<file path="src/common/pad_config_consts.vh">
// register offsets, field positions, reset values and pin indices for the pad configuration block
`ifndef PAD_CONFIG_CONSTS_VH
`define PAD_CONFIG_CONSTS_VH

`define PAD_NUM_PINS        25
`define PAD_ADDR_W          12
`define PAD_CFG_W           11

// byte offsets of the configuration space
`define OFS_RESERVED_SLOT_A          12'h004
`define OFS_PAD_CFG_PORT2_PIN0       12'h008
`define OFS_PAD_CFG_RESET_PORT0_PIN0 12'h00c
`define OFS_PAD_CFG_PORT0_PIN1       12'h010
`define OFS_PAD_CFG_PORT1_PIN8       12'h014
`define OFS_RESERVED_SLOT_B          12'h018
`define OFS_PAD_CFG_PORT0_PIN2       12'h01c
`define OFS_PAD_CFG_PORT0_PIN3       12'h02c
`define OFS_PAD_CFG_PORT0_PIN4       12'h030
`define OFS_PAD_CFG_PORT0_PIN5       12'h034
`define OFS_PAD_CFG_PORT1_PIN9       12'h038
`define OFS_PAD_CFG_PORT3_PIN4       12'h03c
`define OFS_PAD_CFG_PORT3_PIN5       12'h048
`define OFS_PAD_CFG_PORT0_PIN6       12'h04c
`define OFS_PAD_CFG_PORT0_PIN7       12'h050
`define OFS_PAD_CFG_PORT0_PIN8       12'h060
`define OFS_PAD_CFG_PORT0_PIN9       12'h064
`define OFS_PAD_CFG_DEBUGCLK_P0_PIN10 12'h068
`define OFS_PAD_CFG_PORT1_PIN1       12'h07c
`define OFS_PAD_CFG_PORT1_PIN2       12'h080
`define OFS_PAD_CFG_DEBUGIO_P1_PIN3  12'h090
`define OFS_PAD_CFG_PORT1_PIN4       12'h094
`define OFS_PAD_CFG_PORT1_PIN11      12'h098
`define OFS_PAD_CFG_PORT3_PIN2       12'h09c
`define OFS_PAD_CFG_PORT1_PIN5       12'h0a0
`define OFS_PAD_CFG_PORT1_PIN6       12'h0a4
`define OFS_PAD_CFG_PORT1_PIN7       12'h0a8
`define OFS_SERIAL_CLOCK_LOC_SELECT  12'h0b0

// field positions inside a pin register
`define ROLE_LSB            0
`define ROLE_MSB            2
`define PULL_LSB            3
`define PULL_MSB            4
`define SCHMITT_BIT         5
`define I2C_MODE_LSB        8
`define I2C_MODE_MSB        9
`define DRAIN_BIT           10

// encodings
`define ROLE_GPIO           3'h0
`define ROLE_ALT1           3'h1
`define ROLE_ALT2           3'h2
`define PULL_NONE           2'h0
`define PULL_DOWN           2'h1
`define PULL_UP             2'h2
`define PULL_REPEATER       2'h3
`define I2C_MODE_STD_FAST   2'h0
`define I2C_MODE_PLAIN_IO   2'h1
`define I2C_MODE_FAST_PLUS  2'h2

// reset values and write masks
`define RST_PAD_CFG         11'h0d0
`define RST_PAD_CFG_I2C     11'h000
`define RST_SCK_LOC         2'h0
`define WR_MASK_PAD_CFG     11'h43f
`define WR_MASK_PAD_CFG_I2C 11'h73f

// pin indices (ordered by port number)
`define PIN_P0_4            5'd4
`define PIN_P0_5            5'd5
`define PIN_P0_6            5'd6
`define PIN_P0_10           5'd10
`define PIN_P2_0            5'd21
`define PIN_NONE            5'd31

// serial clock location codes
`define SCK_LOC_P0_10       2'h0
`define SCK_LOC_P0_6        2'h1

`endif

</file>
<file path="src/hdl/pad_function_config.v">
// pad function, pull, hysteresis, drain and input location configuration for all port pins
//
// Notes on behaviour
// [RULE_01] function code 000 in bits 2:0 routes the pin to gpio, other defined codes to a peripheral.
// [RULE_02] a pin in gpio function takes its direction from its bit of the gpio direction register.
// [RULE_03] with a peripheral function the peripheral drives the direction and the gpio direction is ignored.
// [RULE_04] pull field bits 4:3 select none 00, pull-down 01, pull-up 10, repeater 11.
// [RULE_05] after reset each pull field except those of the two i2c pins holds the pull-up setting.
// [RULE_06] repeater mode enables pull-up while the pin reads high and pull-down while it reads low.
// [RULE_07] the repeater retention need not hold during deep power-down.
// [RULE_08] bit 5 enables the input hysteresis buffer when 1, resets to 0.
// [RULE_09] the two i2c pins in i2c function offer standard/fast filtered, fast-plus sink, or plain open-drain.
// [RULE_10] software picks standard/fast or plain io mode when an i2c pin is used as gpio.
// [RULE_11] bit 10 set turns an output pin into open-drain, clear keeps push-pull.
// [RULE_12] the open-drain bit has no effect on the primary i2c pins.
// [RULE_13] every port pin has exactly one configuration register.
// [RULE_14] the serial clock input takes its source from the pin named by the location register, reset 0.
// [RULE_15] the two i2c pin registers reset to 0x00, all other pin registers to 0xd0.
// [RULE_16] port 2 pin 0 selects gpio 000, modem terminal-ready 001, second ssp slave select 010, rest reserved.
// [RULE_17] reserved bits and unassigned offsets ignore writes and read their reset value or zero.
`timescale 1ns/100ps
`include "pad_config_consts.vh"
`default_nettype none

module pad_function_config (
	input  wire        core_clk_i,             // 100 mhz system clock
	input  wire        rst_b_i,                // async reset, active low
	input  wire [11:0] reg_addr_i,             // byte offset into configuration space
	input  wire [31:0] reg_wdata_i,            // write data
	input  wire        reg_wr_i,               // write strobe
	input  wire        reg_rd_i,               // read strobe
	output reg  [31:0] reg_rdata_o,            // read data, cycle after strobe
	input  wire [24:0] port_direction_reg_i,   // gpio direction per pin, 1 = output
	input  wire [24:0] gpio_out_i,             // gpio output level per pin
	output reg  [24:0] gpio_in_o,              // synchronised pad level toward gpio
	input  wire [24:0] alt1_out_i,             // peripheral output for function 001
	input  wire [24:0] alt1_oe_i,              // peripheral drive enable for function 001
	input  wire [24:0] alt2_out_i,             // peripheral output for function 010
	input  wire [24:0] alt2_oe_i,              // peripheral drive enable for function 010
	output reg  [24:0] periph_in_o,            // synchronised pad level toward peripherals
	output reg         ssp_serial_clock_input_o, // serial clock from the selected location
	input  wire [24:0] pad_in_i,               // raw pad level
	output reg  [24:0] pad_out_o,              // pad output level
	output reg  [24:0] pad_oe_o,               // pad output enable, high while driving
	output reg  [24:0] pull_up_en_o,           // pull-up resistor enable
	output reg  [24:0] pull_dn_en_o,           // pull-down resistor enable
	output reg  [24:0] input_schmitt_enable_o, // hysteresis buffer enable
	output reg  [1:0]  i2c_filter_en_o,        // glitch filter on i2c clock/data pads
	output reg  [1:0]  i2c_high_sink_o,        // fast-plus high current sink on i2c pads
	input  wire        deep_powerdown_i        // deep power-down request level
);

	reg        rst_meta_ff;
	reg        rst_b_ff;
	reg [10:0] cfg_ff [0:24];
	reg [1:0]  sck_loc_ff;
	reg [24:0] pad_meta_ff;
	reg [24:0] pad_sync_ff;
	reg        dpd_meta_ff;
	reg        dpd_sync_ff;
	reg [4:0]  wr_idx;
	reg [4:0]  rd_idx;
	reg [31:0] nxt_rdata;
	reg [24:0] nxt_pad_out;
	reg [24:0] nxt_pad_oe;
	reg [24:0] nxt_pull_up;
	reg [24:0] nxt_pull_dn;
	reg [24:0] nxt_schmitt;
	reg [1:0]  nxt_i2c_filter;
	reg [1:0]  nxt_i2c_sink;
	reg        nxt_sck;
	integer    i;
	integer    r;  // reset loop index, kept apart from the steering loop's index
	// one register per pin, position in the array is the pin index
	function [4:0] pin_of_addr;
		input [11:0] a;
		begin
			case (a)
				`OFS_PAD_CFG_RESET_PORT0_PIN0:  pin_of_addr = 5'd0;   // see [RULE_13]
				`OFS_PAD_CFG_PORT0_PIN1:        pin_of_addr = 5'd1;
				`OFS_PAD_CFG_PORT0_PIN2:        pin_of_addr = 5'd2;
				`OFS_PAD_CFG_PORT0_PIN3:        pin_of_addr = 5'd3;
				`OFS_PAD_CFG_PORT0_PIN4:        pin_of_addr = 5'd4;
				`OFS_PAD_CFG_PORT0_PIN5:        pin_of_addr = 5'd5;
				`OFS_PAD_CFG_PORT0_PIN6:        pin_of_addr = 5'd6;
				`OFS_PAD_CFG_PORT0_PIN7:        pin_of_addr = 5'd7;
				`OFS_PAD_CFG_PORT0_PIN8:        pin_of_addr = 5'd8;
				`OFS_PAD_CFG_PORT0_PIN9:        pin_of_addr = 5'd9;
				`OFS_PAD_CFG_DEBUGCLK_P0_PIN10: pin_of_addr = 5'd10;
				`OFS_PAD_CFG_PORT1_PIN1:        pin_of_addr = 5'd11;
				`OFS_PAD_CFG_PORT1_PIN2:        pin_of_addr = 5'd12;
				`OFS_PAD_CFG_DEBUGIO_P1_PIN3:   pin_of_addr = 5'd13;
				`OFS_PAD_CFG_PORT1_PIN4:        pin_of_addr = 5'd14;
				`OFS_PAD_CFG_PORT1_PIN5:        pin_of_addr = 5'd15;
				`OFS_PAD_CFG_PORT1_PIN6:        pin_of_addr = 5'd16;
				`OFS_PAD_CFG_PORT1_PIN7:        pin_of_addr = 5'd17;
				`OFS_PAD_CFG_PORT1_PIN8:        pin_of_addr = 5'd18;
				`OFS_PAD_CFG_PORT1_PIN9:        pin_of_addr = 5'd19;
				`OFS_PAD_CFG_PORT1_PIN11:       pin_of_addr = 5'd20;
				`OFS_PAD_CFG_PORT2_PIN0:        pin_of_addr = 5'd21;
				`OFS_PAD_CFG_PORT3_PIN2:        pin_of_addr = 5'd22;
				`OFS_PAD_CFG_PORT3_PIN4:        pin_of_addr = 5'd23;
				`OFS_PAD_CFG_PORT3_PIN5:        pin_of_addr = 5'd24;
				default:                        pin_of_addr = `PIN_NONE;
			endcase
		end
	endfunction

	function is_i2c_pin;
		input [4:0] p;
		begin
			is_i2c_pin = (p == `PIN_P0_4) || (p == `PIN_P0_5);
		end
	endfunction

	// reset release through two flops so all flops leave reset on the same edge
	always @(posedge core_clk_i or negedge rst_b_i) begin
		if (!rst_b_i) begin
			rst_meta_ff <= 1'b0;
			rst_b_ff    <= 1'b0;
		end else begin
			rst_meta_ff <= 1'b1;
			rst_b_ff    <= rst_meta_ff;
		end
	end

	// pad levels and power-down arrive from outside the clock domain
	always @(posedge core_clk_i or negedge rst_b_ff) begin
		if (!rst_b_ff) begin
			pad_meta_ff <= 25'h0000000;
			pad_sync_ff <= 25'h0000000;
			dpd_meta_ff <= 1'b0;
			dpd_sync_ff <= 1'b0;
		end else begin
			pad_meta_ff <= pad_in_i;
			pad_sync_ff <= pad_meta_ff;
			dpd_meta_ff <= deep_powerdown_i;
			dpd_sync_ff <= dpd_meta_ff;
		end
	end

	always @* begin
		wr_idx = pin_of_addr(reg_addr_i);
		rd_idx = pin_of_addr(reg_addr_i);
	end

	// register writes; only defined fields take the write data
	always @(posedge core_clk_i or negedge rst_b_ff) begin
		if (!rst_b_ff) begin
			for (r = 0; r < `PAD_NUM_PINS; r = r + 1) begin
				if (r == 4 || r == 5) begin
					cfg_ff[r] <= `RST_PAD_CFG_I2C;   // see [RULE_15]
				end else begin
					cfg_ff[r] <= `RST_PAD_CFG;       // see [RULE_05] see [RULE_15]
				end
			end
			sck_loc_ff <= `RST_SCK_LOC;              // see [RULE_14]
		end else if (reg_wr_i) begin
			if (wr_idx != `PIN_NONE) begin
				if (is_i2c_pin(wr_idx)) begin
					cfg_ff[wr_idx] <= (reg_wdata_i[10:0] & `WR_MASK_PAD_CFG_I2C) |
					                  (`RST_PAD_CFG_I2C & ~`WR_MASK_PAD_CFG_I2C);
				end else begin
					// reserved bits 9:6 keep their reset pattern
					cfg_ff[wr_idx] <= (reg_wdata_i[10:0] & `WR_MASK_PAD_CFG) |
					                  (`RST_PAD_CFG & ~`WR_MASK_PAD_CFG);   // see [RULE_17]
				end
			end else if (reg_addr_i == `OFS_SERIAL_CLOCK_LOC_SELECT) begin
				sck_loc_ff <= reg_wdata_i[1:0];
			end
		end
	end

	// read path; reserved slots and unmapped offsets answer zero
	always @* begin
		nxt_rdata = 32'h00000000;                   // see [RULE_17]
		if (rd_idx != `PIN_NONE) begin
			nxt_rdata = {21'h000000, cfg_ff[rd_idx]};
		end else if (reg_addr_i == `OFS_SERIAL_CLOCK_LOC_SELECT) begin
			nxt_rdata = {30'h00000000, sck_loc_ff};
		end
	end

	always @(posedge core_clk_i or negedge rst_b_ff) begin
		if (!rst_b_ff) begin
			reg_rdata_o <= 32'h00000000;
		end else if (reg_rd_i) begin
			reg_rdata_o <= nxt_rdata;
		end else begin
			reg_rdata_o <= 32'h00000000;
		end
	end

	// per-pin pad steering
	always @* begin : pad_steer
		reg [2:0] role;
		reg [1:0] pull;
		reg [1:0] i2c_mode;
		reg       drv;
		reg       oe;
		reg       i2c_fn;
		role     = 3'h0;
		pull     = 2'h0;
		i2c_mode = 2'h0;
		drv      = 1'b0;
		oe       = 1'b0;
		i2c_fn   = 1'b0;
		nxt_pad_out    = 25'h0000000;
		nxt_pad_oe     = 25'h0000000;
		nxt_pull_up    = 25'h0000000;
		nxt_pull_dn    = 25'h0000000;
		nxt_schmitt    = 25'h0000000;
		nxt_i2c_filter = 2'h0;
		nxt_i2c_sink   = 2'h0;
		for (i = 0; i < `PAD_NUM_PINS; i = i + 1) begin
			role     = cfg_ff[i][`ROLE_MSB:`ROLE_LSB];
			pull     = cfg_ff[i][`PULL_MSB:`PULL_LSB];
			i2c_mode = cfg_ff[i][`I2C_MODE_MSB:`I2C_MODE_LSB];
			// port 2 pin 0 uses alt1 for terminal-ready, alt2 for second slave select
			case (role)
				`ROLE_GPIO: begin
					drv = gpio_out_i[i];
					oe  = port_direction_reg_i[i];   // see [RULE_01] see [RULE_02]
				end
				`ROLE_ALT1: begin
					drv = alt1_out_i[i];
					oe  = alt1_oe_i[i];              // see [RULE_03] see [RULE_16]
				end
				`ROLE_ALT2: begin
					drv = alt2_out_i[i];
					oe  = alt2_oe_i[i];              // see [RULE_03] see [RULE_16]
				end
				default: begin
					// reserved codes leave the pad undriven
					drv = 1'b0;
					oe  = 1'b0;
				end
			endcase
			i2c_fn = (i == 4 || i == 5) && (role == `ROLE_ALT1);
			if (i == 4 || i == 5) begin
				// i2c pads ignore the drain bit: open-drain in i2c function, push-pull in any other function
				if (i2c_fn) begin
					nxt_pad_out[i] = 1'b0;
					nxt_pad_oe[i]  = oe & ~drv;      // see [RULE_09] see [RULE_12]
				end else begin
					nxt_pad_out[i] = drv;
					nxt_pad_oe[i]  = oe;             // see [RULE_12]
				end
				if (i2c_fn || i2c_mode != `I2C_MODE_PLAIN_IO) begin
					nxt_i2c_filter[i - 4] = (i2c_mode == `I2C_MODE_STD_FAST) ||
					                        (i2c_mode == `I2C_MODE_FAST_PLUS);   // see [RULE_09]
					nxt_i2c_sink[i - 4]   = i2c_fn && (i2c_mode == `I2C_MODE_FAST_PLUS);
				end
			end else if (cfg_ff[i][`DRAIN_BIT]) begin
				// high side off: drive only the low level
				nxt_pad_out[i] = 1'b0;
				nxt_pad_oe[i]  = oe & ~drv;          // see [RULE_11]
			end else begin
				nxt_pad_out[i] = drv;
				nxt_pad_oe[i]  = oe;                 // see [RULE_11]
			end
			case (pull)
				`PULL_DOWN: begin
					nxt_pull_dn[i] = 1'b1;           // see [RULE_04]
				end
				`PULL_UP: begin
					nxt_pull_up[i] = 1'b1;           // see [RULE_04]
				end
				`PULL_REPEATER: begin
					// keeper follows the sampled level; dropped in deep power-down
					nxt_pull_up[i] = ~dpd_sync_ff & pad_sync_ff[i];    // see [RULE_06] see [RULE_07]
					nxt_pull_dn[i] = ~dpd_sync_ff & ~pad_sync_ff[i];   // see [RULE_06] see [RULE_07]
				end
				default: begin
					nxt_pull_up[i] = 1'b0;
				end
			endcase
			nxt_schmitt[i] = cfg_ff[i][`SCHMITT_BIT];   // see [RULE_08]
		end
	end

	// serial clock source from the selected pin; other codes give a quiet low
	always @* begin
		case (sck_loc_ff)
			`SCK_LOC_P0_10: nxt_sck = pad_sync_ff[`PIN_P0_10];   // see [RULE_14]
			`SCK_LOC_P0_6:  nxt_sck = pad_sync_ff[`PIN_P0_6];    // see [RULE_14]
			default:        nxt_sck = 1'b0;
		endcase
	end

	// registered pad controls; one cycle behind configuration changes
	always @(posedge core_clk_i or negedge rst_b_ff) begin
		if (!rst_b_ff) begin
			pad_out_o                <= 25'h0000000;
			pad_oe_o                 <= 25'h0000000;
			pull_up_en_o             <= 25'h0000000;
			pull_dn_en_o             <= 25'h0000000;
			input_schmitt_enable_o   <= 25'h0000000;
			i2c_filter_en_o          <= 2'h0;
			i2c_high_sink_o          <= 2'h0;
			gpio_in_o                <= 25'h0000000;
			periph_in_o              <= 25'h0000000;
			ssp_serial_clock_input_o <= 1'b0;
		end else begin
			pad_out_o                <= nxt_pad_out;
			pad_oe_o                 <= nxt_pad_oe;
			pull_up_en_o             <= nxt_pull_up;
			pull_dn_en_o             <= nxt_pull_dn;
			input_schmitt_enable_o   <= nxt_schmitt;
			i2c_filter_en_o          <= nxt_i2c_filter;
			i2c_high_sink_o          <= nxt_i2c_sink;
			gpio_in_o                <= pad_sync_ff;
			periph_in_o              <= pad_sync_ff;
			ssp_serial_clock_input_o <= nxt_sck;
		end
	end

endmodule // pad_function_config

`default_nettype wire

</file>
<file path="config.mk">
export PLATFORM = sky130hd
export DESIGN_NAME = pad_function_config
export DESIGN_NICKNAME = d
export VERILOG_FILES = /design/src/hdl/pad_function_config.v
export VERILOG_INCLUDE_DIRS = /design/src /design/src/common
export SDC_FILE = /design/constraint.sdc
export NUM_CORES = 1
export LEC_CHECK = 0
export ABC_AREA = 1
export BUFFER_PORTS_ARGS = -buffer_cell sky130_fd_sc_hd__buf_2
export CAP_MARGIN = 5
export CORE_MARGIN = 4
export CORE_UTILIZATION = 45
export DETAILED_ROUTE_END_ITERATION = 8
export GPL_ROUTABILITY_DRIVEN = 0
export MAX_ROUTING_LAYER = met4
export PLACE_DENSITY = 0.68
export SLEW_MARGIN = 5
export SYNTH_ARGS = -nofsm -noshare
export SYNTH_HDL_FRONTEND = slang
export SYNTH_SLANG_ARGS = --single-unit
</file>
<file path="constraint.sdc">
create_clock -name core_clk_i -period 26.5 [get_ports core_clk_i]
set_clock_uncertainty 0.1 [all_clocks]
set_input_delay 0 -clock core_clk_i [delete_from_list [all_inputs] [get_ports core_clk_i]]
set_output_delay 0 -clock core_clk_i [all_outputs]
set_load 0.05 [all_outputs]
</file>
==> results.rst <==
.. list-table::
   :header-rows: 1

   * - Metric
     - Value
   * - Cell family contributing the most delay on the critical path
     - buffers and inverters
   * - Effective utilization at floorplan
     - 45.5%
   * - Count of flip-flops with a built-in enable after synthesis
     - 0
   * - Post-route cell area
     - 26,200 um^2
   * - Residual overflow from global routing
     - 0
   * - Final count of negative-setup-slack endpoints
     - 0
   * - Cell with the most instances after synthesis
     - sky130_fd_sc_hd__nand2_1
   * - TNS Setup
     - 0 ns
   * - Max Clock Freq
     - 209 MHz
   * - H-tree depth reported by CTS
     - 2
   * - Clock transition at path regs
     - 0.06 ns
   * - Maximum number of pins on one net before global-route repair
     - 176
   * - Result of the run
     - complete, no violations
   * - Buffers from clock root to sink, at most
     - 3
   * - FF/Latch Area
     - 11,800 um^2
   * - Number of buffer and inverter stages on the critical path
     - 7
   * - GRT Resource Usage Total
     - 26.9%
   * - Cell breakdown of the critical path
     - dlygate4sd3_1 -> buf_2 -> inv_2 -> nand2_4 -> dlygate4sd3_1 -> nor2_4 -> nand2_1 -> nand2_1 -> nor2_1 -> nand2_1 -> nor2_1 -> nand2_4 -> nand2_2 -> buf_4 -> inv_2 -> nand2_2 -> buf_4 -> o22ai_1 -> o21ai_0 -> nand3_1 -> nor2_1
   * - Height of the chip
     - 222 um
   * - Number of buffers inserted during clock tree synthesis
     - 51
   * - Area of the multi-input gates
     - 6950 um^2
   * - Inserted Diodes
     - 0
   * - Number of primary I/O pins
     - 436
   * - Crit path required time
     - 26.92 ns
   * - Top Layer Used
     - met4
   * - Leakage
     - 13.8 nW
   * - Buffers added on ports
     - 391
   * - Root buffer cell
     - sky130_fd_sc_hd__clkbuf_16
   * - Path type of the worst setup path
     - in2reg
   * - Mean instance size in the synthesized netlist
     - 8.77 um^2
   * - Sort of element at the start of the critical path
     - primary input
   * - First-pass detailed-route iteration total
     - 6
   * - Total half-perimeter wirelength after legalization and detailed placement
     - 44,500 um
   * - Detail Route Antenna Nets
     - 0
   * - Routed Wire Length
     - 65,700 um
   * - # clock sinks
     - 471
   * - Total number of yosys warnings
     - 0
   * - Wire length of the first global-routing pass
     - 102,000 um
   * - Metal1 wirelength
     - 26,900 um
   * - Cell types with the largest area share after synthesis
     - sky130_fd_sc_hd__dfrtp_1 51%, sky130_fd_sc_hd__nand2_1 13%, sky130_fd_sc_hd__dfstp_2 5.8%
   * - Area after DPL
     - 22,800 um^2
   * - Final hold violation count
     - 0
   * - Area Overhead vs Synth
     - 26.7%
   * - Crit-path max cell delay
     - 0.74 ns
   * - Proportion of synthesized flip-flops having asynchronous set or reset
     - 100%
   * - Post-synthesis register bit count
     - 471
   * - Post-route minimum period
     - 4.79 ns
   * - # fillers
     - 3,926
   * - Vias after detailed routing
     - 18,027
   * - Post-CTS repair timing setup buffer count
     - 0
   * - Number of DRC markers after the initial detailed-route iteration
     - 1,611
   * - Detailed-route vias per instance
     - 5.11
   * - Tightest Pin Transition
     - 1.21 ns
   * - Post-Syn Instances
     - 2,358
   * - Top cell type's share of synthesized area
     - 51.5%
   * - Post-Syn Area
     - 20,700 um^2
   * - Fraction of the cycle the final worst path needs
     - 18.1%
   * - CP max FO
     - 34
   * - Core Region
     - 45,400 um^2
   * - Count of max-cap constraint violations
     - 0
   * - Detailed-routed wire length on met2
     - 31,500 um
   * - Main synth FF type
     - sky130_fd_sc_hd__dfrtp_1
   * - Share of layout cells above drive strength 1
     - 20.8%
   * - X dimension of the die
     - 222 um
   * - Layout Nets
     - 3,113
   * - RSZ-0062 raised after global routing
     - no
   * - Max-slew violation total from the final report
     - 0
   * - Routed length per instance
     - 18.6 um
   * - Proportion of synthesized chip area in sequential cells
     - 57.3%
   * - Critical path arrival
     - 5.21 ns
   * - Die outline area
     - 49,400 um^2
   * - Clock tree from TritonCTS
     - done
   * - Antenna violations before repair
     - 2
   * - Number of placement rows
     - 78
   * - Insertion delay of the later-clocked pin in the worst-skew pair
     - 0.59 ns
   * - Endpoint kind of the worst setup timing path
     - flip-flop
   * - Number of global-route vias before repair
     - 18,141
   * - Peak VDD IR
     - 0.0000412 V
   * - Power density over cell area
     - 59.3 nW/um^2
   * - Relative slew slack
     - 19.0%
   * - DRC errors left
     - 0
   * - Routed wl met3
     - 5020 um
   * - Library cells used by synthesis
     - 39
   * - Top cell type by total area after synthesis
     - sky130_fd_sc_hd__dfrtp_1
   * - Worst hold path class
     - in2reg
   * - Slowest stage cell on the critical path
     - sky130_fd_sc_hd__dlygate4sd3_1
   * - Post-synth top cells
     - 702 x sky130_fd_sc_hd__nand2_1, 425 x sky130_fd_sc_hd__dfrtp_1, 299 x sky130_fd_sc_hd__inv_1
cells by family after synthesis:
| family | Yosys count | share of synthesized area [%] |
|---|---|---|
| buffers and inverters | 438 | 9.46 |
| other | 2 | 0.0363 |
| DFF | 471 | 57.3 |
| AOI/OAI and AO/OA | 379 | 10.6 |
| and+or+nand+nor | 1068 | 22.6 |
cell type report:
cell class	instances	area share, %
clock buffers	80	5.63
repair buffers	580	14.6
well taps	600	2.87
flip-flops and latches	471	45.2
multi-input cells	1469	26.5
inverters	316	4.53
clock inverters	12	0.573
layout by cell type, fill, tap and decap left out, drive strengths merged, types with 11 or more instances in the layout:
master | synthesis | routed
buf | 92 | 406
o21ai | 243 | 243
dfstp | 46 | 46
nor2 | 196 | 196
nand4 | 37 | 37
nor3 | 34 | 34
or2 | 11 | 11
dlygate4sd3 | 0 | 174
a21oi | 29 | 29
nand2 | 714 | 714
o21a | 12 | 12
clkbuf | 30 | 80
nand3 | 75 | 75
inv | 314 | 318
dfrtp | 425 | 425
o22ai | 56 | 56
a21boi | 12 | 12
a32o | 25 | 25
conb | 2 | 22
where the power goes:
group / internal (W) / leakage [nW] / switching [W] / total (W)
clock network: 0.000411 / 0.797 / 0.000285 / 0.000696
registers: 0.000730 / 6.10 / 0.00000622 / 0.000736
logic: 0.0000399 / 6.92 / 0.0000806 / 0.000121
total: 0.00118 / 13.8 / 0.000372 / 0.00155
stage by stage:
stage	setup slack (ns)	util [%]	instances	power, W	hold slack (ns)
detailed placement	21.98	50.3	3262	0.000849	-0.312
finish	21.71	57.7	3528	0.00155	0.124
CTS	21.86	57.7	3528	0.00157	0.0997
floorplan	12.38	-	2378	0.000816	-0.396
global placement	22.04	50.3	3262	0.000847	-0.315
global route	21.54	57.7	3528	0.00161	0.111
final timing paths:
path / from / to / slack, ns / depth (start not counted)
setup / recovery: reg_addr_i[6] / reg_rdata_o[10] / 21.71 / 21
hold / removal: gpio_out_i[4] / pad_out_o[4] / 0.12 / 4
setup reg to reg: rst_b_ff / async pin / 23.73 / 2
hold reg to reg: pad_meta_ff[13] / pad_sync_ff[13] / 0.23 / 0
max in group asynchronous: rst_b_ff / async pin / 23.73 / 2
min in group asynchronous: rst_b_i / rst_b_ff / 0.16 / 3
worst reg2reg max path: stages, from the launching register on:
cell,delay (ns)
sky130_fd_sc_hd__dfrtp_4,0.91
sky130_fd_sc_hd__buf_12,0.70
sky130_fd_sc_hd__buf_4,0.98
routing by layer:
metal / GRT usage (%) / vias up
met3: 4.08 / 138
li1: - / 8466
met4: 10.0 / 0
met2: 43.4 / 776
met1: 34.8 / 8647
met5: - / -
what timing repair did:
item / CTS / global route
hold buffers: 174 / 0
hold endpoints to repair: 210 / 0
setup endpoints to repair: 0 / 0
gates resized for setup: 0 / 0
Power figures use the tool's default switching activity.
